--- src/verilog/madp_pkg.sv ---
// package: constants and carriers for the muxed address/data pin control
package madp_pkg;

  // ==========================================================
  // system control register field positions
  // ==========================================================
  localparam int SCR_WIDTH = 32;
  localparam int SCR_PORT_DISABLE_BIT = 20;
  localparam int SCR_FLAG_SEL_LSB = 22;
  localparam int SCR_FLAG_SEL_WIDTH = 4;
  localparam logic [SCR_WIDTH-1:0] SCR_RESET = 32'h0000_0000;

  // ==========================================================
  // pin geometry
  // ==========================================================
  localparam int PIN_COUNT = 16;
  localparam int LANE_WIDTH = 8;
  localparam int PINS_PER_GROUP = PIN_COUNT / SCR_FLAG_SEL_WIDTH;

  // ==========================================================
  // boot strap encodings
  // ==========================================================
  localparam logic [1:0] BOOT_SPI_SLAVE = 2'h0;
  localparam logic [1:0] BOOT_SPI_MASTER = 2'h1;
  localparam logic [1:0] BOOT_PARALLEL_EPROM = 2'h2;

  // port data width mode
  typedef enum logic {
    MADP_MODE_8BIT = 1'b0,
    MADP_MODE_16BIT = 1'b1
  } madp_width_mode_t;

  // one access request from the port engine
  typedef struct packed {
    logic [23:0] addr;
    logic [15:0] wdata;
    logic drive_data;
    logic addr_latch;
    logic read_strobe_n;
    logic write_strobe_n;
  } madp_access_t;

  // three-state pin bundle, output enable active low
  typedef struct packed {
    logic [PIN_COUNT-1:0] out;
    logic [PIN_COUNT-1:0] oe_n;
  } madp_pins_t;

endpackage : madp_pkg

--- src/verilog/madp_pin_control.sv ---
// module: muxed address/data pin control for the parallel port
`timescale 1ns/1ps

// Overview of operation
// port-disable bit frees pins for flags
// four select bits enable flag groups
// pins 0-7 flags 8-15, crossed
// 8-bit or 16-bit mode picks lanes
// 8-bit latch phase: A15-8 low, A23-16 high
// 8-bit data phase: D7-0 low, A7-0 high
// 16-bit latch phase: A7-0 low, A15-8 high
// 16-bit data phase: full data word
// strobes float only during reset
// straps 10 select parallel EPROM boot
// external latch holds address on strobe fall
// disable and select bits reset zero
module madp_pin_control (
  input wire logic clk,
  input wire logic sys_rst,
  input wire logic [madp_pkg::SCR_WIDTH-1:0] system_control_register,
  input wire logic port_width_mode,
  input wire madp_pkg::madp_access_t access,
  input wire logic [madp_pkg::PIN_COUNT-1:0] general_flag_lines_out,
  input wire logic [madp_pkg::PIN_COUNT-1:0] general_flag_lines_oe_n,
  output logic [madp_pkg::PIN_COUNT-1:0] general_flag_lines_in,
  input wire logic [madp_pkg::PIN_COUNT-1:0] muxed_addr_data_pins_in,
  output madp_pkg::madp_pins_t muxed_addr_data_pins,
  output logic [madp_pkg::PIN_COUNT-1:0] read_data,
  output logic read_strobe_n_out,
  output logic read_strobe_oe_n,
  output logic write_strobe_n_out,
  output logic write_strobe_oe_n,
  output logic addr_latch_out,
  output logic addr_latch_oe_n,
  output logic port_disabled,
  output logic [madp_pkg::SCR_FLAG_SEL_WIDTH-1:0] flag_group_enable,
  input wire logic [1:0] boot_select_straps,
  output logic parallel_boot
);
  import madp_pkg::*;

  // ==========================================================
  // declarations
  // ==========================================================
  // two-stage synchronisers for pin inputs
  logic [PIN_COUNT-1:0] pin_meta;
  logic [PIN_COUNT-1:0] pin_sync;
  logic [1:0] strap_meta;
  logic [1:0] strap_sync;
  // reset seen, held until the straps are caught after release
  logic rst_seen;
  // lane selection, combinational
  logic [PIN_COUNT-1:0] next_pin_out;
  logic [PIN_COUNT-1:0] next_pin_oe_n;
  logic [PIN_COUNT-1:0] port_lane;
  logic [PIN_COUNT-1:0] port_oe_n;
  // flag lines mapped onto pin order
  logic [PIN_COUNT-1:0] flag_on_pin;
  logic [PIN_COUNT-1:0] flag_oe_on_pin;
  logic [PIN_COUNT-1:0] flag_pin_sel;

  // ==========================================================
  // control register capture
  // ==========================================================
  // register the mode bits so pins change on a clean edge
  always_ff @(posedge clk) begin
    if (sys_rst) begin
      // port mode after reset
      port_disabled <= 1'b0;
      flag_group_enable <= '0;
    end else begin
      // disable bit takes the pins
      port_disabled <= system_control_register[SCR_PORT_DISABLE_BIT];
      // group selects
      flag_group_enable <= system_control_register[SCR_FLAG_SEL_LSB +: SCR_FLAG_SEL_WIDTH];
    end
  end

  // ==========================================================
  // input synchronisers
  // ==========================================================
  // pins and straps come from outside the clock domain
  always_ff @(posedge clk) begin
    if (sys_rst) begin
      pin_meta <= '0;
      pin_sync <= '0;
      strap_meta <= 2'h0;
      strap_sync <= 2'h0;
    end else begin
      pin_meta <= muxed_addr_data_pins_in;
      pin_sync <= pin_meta;
      strap_meta <= boot_select_straps;
      strap_sync <= strap_meta;
    end
  end

  // ==========================================================
  // boot strap capture
  // ==========================================================
  // straps sampled once, a few cycles after reset release;
  // the synchroniser is cleared under reset and refills after release
  logic [1:0] strap_wait;
  always_ff @(posedge clk) begin
    if (sys_rst) begin
      rst_seen <= 1'b1;
      strap_wait <= 2'h0;
      parallel_boot <= 1'b0;
    end else if (rst_seen) begin
      strap_wait <= strap_wait + 2'h1;
      if (strap_wait == 2'h2) begin
        rst_seen <= 1'b0;
        // code 10 boots over the port
        parallel_boot <= (strap_sync == BOOT_PARALLEL_EPROM);
      end
    end
  end

  // ==========================================================
  // address / data lane selection
  // ==========================================================
  always_comb begin
    port_lane = '0;
    port_oe_n = '0;
    // mode picks lane contents
    unique case (madp_width_mode_t'(port_width_mode))
      MADP_MODE_8BIT: begin
        if (access.addr_latch) begin
          // upper address in latch phase
          port_lane = {access.addr[23:16], access.addr[15:8]};
        end else begin
          // data low byte, low address high byte
          port_lane = {access.addr[7:0], access.wdata[7:0]};
          // low lane released on reads
          port_oe_n[LANE_WIDTH-1:0] = {LANE_WIDTH{!access.drive_data}};
        end
      end
      MADP_MODE_16BIT: begin
        if (access.addr_latch) begin
          // sixteen address bits
          port_lane = access.addr[15:0];
        end else begin
          // whole data word
          port_lane = access.wdata;
          port_oe_n = {PIN_COUNT{!access.drive_data}};
        end
      end
    endcase
  end

  // ==========================================================
  // flag mapping, one entry per pin
  // ==========================================================
  genvar g;
  generate
    for (g = 0; g < PIN_COUNT; g++) begin : g_pin
      // crossed byte order between pins and flags
      assign flag_on_pin[g] = general_flag_lines_out[(g + LANE_WIDTH) % PIN_COUNT];
      assign flag_oe_on_pin[g] = general_flag_lines_oe_n[(g + LANE_WIDTH) % PIN_COUNT];
      assign general_flag_lines_in[(g + LANE_WIDTH) % PIN_COUNT] = pin_sync[g];
      // each select bit owns a group of four pins
      assign flag_pin_sel[g] = port_disabled && flag_group_enable[g / PINS_PER_GROUP];
    end
  endgenerate

  // pins not handed to flags stay released while port is off
  always_comb begin
    for (int i = 0; i < PIN_COUNT; i++) begin
      if (flag_pin_sel[i]) begin
        next_pin_out[i] = flag_on_pin[i];
        next_pin_oe_n[i] = flag_oe_on_pin[i];
      end else if (port_disabled) begin
        next_pin_out[i] = 1'b0;
        next_pin_oe_n[i] = 1'b1;
      end else begin
        next_pin_out[i] = port_lane[i];
        next_pin_oe_n[i] = port_oe_n[i];
      end
    end
  end

  // ==========================================================
  // pin output registers
  // ==========================================================
  // registered so no combinational glitch reaches the board
  always_ff @(posedge clk) begin
    if (sys_rst) begin
      muxed_addr_data_pins.out <= '0;
      muxed_addr_data_pins.oe_n <= '1;
      read_data <= '0;
    end else begin
      muxed_addr_data_pins.out <= next_pin_out;
      muxed_addr_data_pins.oe_n <= next_pin_oe_n;
      read_data <= pin_sync;
    end
  end

  // ==========================================================
  // strobe outputs
  // ==========================================================
  // strobes track the access one cycle late, aligned with pins
  always_ff @(posedge clk) begin
    if (sys_rst) begin
      // floated only under reset
      read_strobe_oe_n <= 1'b1;
      write_strobe_oe_n <= 1'b1;
      addr_latch_oe_n <= 1'b1;
      read_strobe_n_out <= 1'b1;
      write_strobe_n_out <= 1'b1;
      addr_latch_out <= 1'b0;
    end else begin
      // always driven otherwise
      read_strobe_oe_n <= 1'b0;
      write_strobe_oe_n <= 1'b0;
      addr_latch_oe_n <= 1'b0;
      // disabled port parks rd/wr high, latch strobe low
      read_strobe_n_out <= access.read_strobe_n || port_disabled;
      write_strobe_n_out <= access.write_strobe_n || port_disabled;
      addr_latch_out <= access.addr_latch && !port_disabled;
    end
  end

endmodule : madp_pin_control

--- config.mk ---
export PLATFORM = sky130hd
export DESIGN_NAME = madp_pin_control
export DESIGN_NICKNAME = d
export VERILOG_FILES = /design/src/verilog/madp_pkg.sv /design/src/verilog/madp_pin_control.sv
export SDC_FILE = /design/constraint.sdc
export NUM_CORES = 1
export LEC_CHECK = 0
export BUFFER_PORTS_ARGS = -buffer_cell sky130_fd_sc_hd__buf_4
export CORE_MARGIN = 1
export CORE_UTILIZATION = 40
export CTS_CLUSTER_SIZE = 30
export DETAILED_ROUTE_END_ITERATION = 8
export GPL_TIMING_DRIVEN = 1
export HOLD_SLACK_MARGIN = 0.03
export PLACE_DENSITY = 0.76
export SYNTH_ARGS = -nofsm -noshare
export SYNTH_HDL_FRONTEND = slang
export SYNTH_SLANG_ARGS = --single-unit
--- constraint.sdc ---
create_clock -name clk -period 1.55 [get_ports clk]
set_input_delay 0.31 -clock clk [delete_from_list [all_inputs] [get_ports clk]]
set_output_delay 0.31 -clock clk [all_outputs]
set_load 0.01 [all_outputs]
==> key figures <==
Die
  • Die extent in y: roughly 90 microns
  • Area of the die: 0.00837 sq mm
  • I/O pins: 205
  • Initial standard-cell utilization of the core: 0.415
  • Placeable Area: 0.00773 sq mm
  • Horizontal die dimension: 91.5 microns
  • Site row count: 32

Logic synthesis
  • Avg Inst Size Synth: between 10 and 15 sq um
  • Yosys warns: 0
  • Area contributors post-synth: sky130_fd_sc_hd__dfxtp_1 61%, sky130_fd_sc_hd__nor2b_1 12%, sky130_fd_sc_hd__mux4_2 5.6%
  • Syn Inst Count: 282
  • Top cell type by total area after synthesis: sky130_fd_sc_hd__dfxtp_1
  • Primary FF master, synth: sky130_fd_sc_hd__dfxtp_1
  • Post-synthesis cell area: 0.00320 sq mm
  • Fraction of registers with async set or reset after synthesis: 0
  • Net count after synthesis: 412
  • Number of library cell types mapped by synthesis: 27
  • Area share of the leading cell type in the synthesized netlist: 0.606
  • Number of enable flip-flop cells after synthesis: 0
  • Most used standard cells in the synthesized netlist: 97 x sky130_fd_sc_hd__dfxtp_1, 59 x sky130_fd_sc_hd__nor2b_1, 16 x sky130_fd_sc_hd__a22o_1
  • Register area share after synthesis: 0.606
  • Flops & latches, synth: between 90 and 100
  • Count leader, synth: sky130_fd_sc_hd__dfxtp_1

Global route
  • Vias in the first global route: roughly 2600
  • Maximum number of pins on one net before global-route repair: 38
  • Total grt overflow: 0
  • Wire length of the first global-routing pass: 12600 microns
  • Gr usage total: 0.195
  • Antenna violations before repair: 0

Route
  • Router iterations before antenna repair: 4
  • Residual antenna-violating net count after detailed routing: 0
  • DR DRC count: 0
  • Wire length per cell: 14.4 microns
  • Via count: between 2000 and 3000
  • Count of routing violations after the opening detailed-route iteration: 69
  • Vias per cell: 4.63
  • Final wirelength: 8150 microns

Clock tree
  • Post-CTS Hold Buffers: 0
  • Post_cts resized: 1
  • H-tree depth: 3
  • TritonCTS Sinks: 97
  • Cts bufs inserted: 9
  • Clk_lat worst skew: 0.36 ns
  • Worst-case clock buffer depth: 2
  • Postcts setup bufs: 0
  • Clock tree root driver cell: sky130_fd_sc_hd__clkbuf_8
  • Clock tree from TritonCTS: built
  • Clock-pin slew on the worst setup and hold paths: around 0.10 ns

Critical path
  • Critical path endpoint category: primary output
  • Register-to-register setup slack: 0.27 ns
  • Arrival time of the worst setup path: 1.14 ns
  • Launching instance or port of the critical path: port_disabled
  • Maximum net fanout on the critical path: 8
  • Launch point of the worst reg-to-reg path: port_disabled
  • Worst setup path category: reg -> out
  • Kind of start point of the critical path: register
  • WP data required: roughly 1.2 ns

STA
  • Final number of max-transition violations: 0
  • Sum Neg Setup Slack: 0 ns
  • Count of endpoints failing hold in the final timing report: 0
  • Tightest slew margin relative to the limit: 0.542
  • Clock skew after layout: 0.00761 ns
  • Setup repair after global routing missed its margin: no
  • Tightest Pin Transition: 0.686 ns
  • Period minus WS final: roughly 1.4 ns
  • Final critical-path setup slack: 0.102 ns
  • Share of the cycle needed by the critical path after routing: 0.934
  • Setup-failing EPs final: 0
  • Fmax: slightly below 700 MHz

Finish
  • Net count of the finished layout: 588
  • Antenna Cells: 0
  • Non-filler cells, final: roughly 570
  • Area Growth Syn to Fin: 50.3%
  • Share of post-route cells with drive strength above 1: 0.456

Placed design
  • DPL Wire Length: 6150 microns
  • Number of cells in the design after placement: 549
  • IO Port Bufs: 177
  • Pre-CTS setup slack: 0.0451 ns
  • Placer's final routability congestion estimate: between 0.8 and 0.9

Power
  • Total power draw: 5.11 mW
  • Leak Pwr: 2.24 nW
  • Max IR drop VDD: 625 uV
  • Ratio of total power to cell area: around 1100 mW/mm^2

Worst hold path
  • Source of the worst hold timing path: access[1]
  • Hold WC Path Type: in -> reg

Flow run
  • Maximum Capacitance Violations: 0

Run status
  • Outcome: finished, final reports clean
==> worst max-delay path, stage by stage (launching register included) <==
cell and delay [ns]:
sky130_fd_sc_hd__dfxtp_2 0.45, sky130_fd_sc_hd__buf_4 0.20, sky130_fd_sc_hd__buf_4 0.13
==> metal layers <==
layer  global-route usage  share of wire  vias to the layer above
li1                     -              -                     1290
met1                0.216           0.40                     1186
met2                0.344           0.49                      129
met3               0.0695          0.096                        9
met4               0.0675          0.012                        0
met5                    0              0                        -
==> stage by stage <==
stage / area (sq um) / hold WS [ns] / utilization
after floorplan: 3200 / 0.338 / -
after global placement: 4620 / 0.415 / 0.598
after detailed placement: 4620 / 0.422 / 0.598
after CTS: 4820 / 0.117 / 0.623
after global routing: 4820 / 0.109 / 0.623
final: 4820 / 0.128 / 0.623
==> state kept, by name, summed over array words and instances, names as in the netlist, 2 cells and up <==
register	cells
strap_sync	2
flag_group_enable	4
muxed_addr_data_pins	32
strap_wait	2
pin_sync	16
pin_meta	16
strap_meta	2
read_data	16
==> layout by cell type (no fill, tap or decap), drive strengths merged <==
cell / n
a211oi: 1
a21o: 1
a21oi: 9
a22o: 16
and2: 1
buf: 183
clkbuf: 10
clkinv: 3
dfxtp: 97
ha: 1
inv: 5
mux2i: 8
mux4: 8
nand2: 14
nand2b: 8
nand3: 8
nand4b: 1
nor2: 15
nor2b: 59
nor3: 2
nor4b: 1
o21ai: 8
o21bai: 1
or3: 2
xnor2: 1
==> path summary, 6_finish.rpt <==
path / to / depth (start not counted)
worst min register to register: pin_sync[7] / 1
worst min-delay path: read_strobe_n_out / 2
worst max register to register: muxed_addr_data_pins[29] / 2
worst max-delay path: port_disabled / 2
==> kinds of logic after synthesis <==
group	after synthesis	share of synthesized area
fa+ha+maj	1	0.00390
flops	97	0.606
buf+inv	20	0.0332
compound gates	36	0.0785
xor+xnor	1	0.00273
simple gates	111	0.194
mux	16	0.0812
==> final cells by class <==
class                   instances  area [sq um]
inverters                       2          7.51
fillers                       650          2910
flip-flops and latches         97          1940
well taps                     102           128
clock buffers                  10           138
repair buffers                183          1390
clock inverters                 6          57.6
multi-input cells             165          1160
==> power by group <==
| part | total, mW | leakage, nW | switching [mW] | internal (mW) |
|---|---|---|---|---|
| Combinational | 0.770 | 1.34 | 0.303 | 0.467 |
| Sequential | 2.74 | 0.804 | 0.0783 | 2.66 |
| Clock | 1.60 | 0.101 | 0.937 | 0.665 |
| Total | 5.11 | 2.24 | 1.32 | 3.79 |
Note: power is estimated with default switching activity, not from simulation.
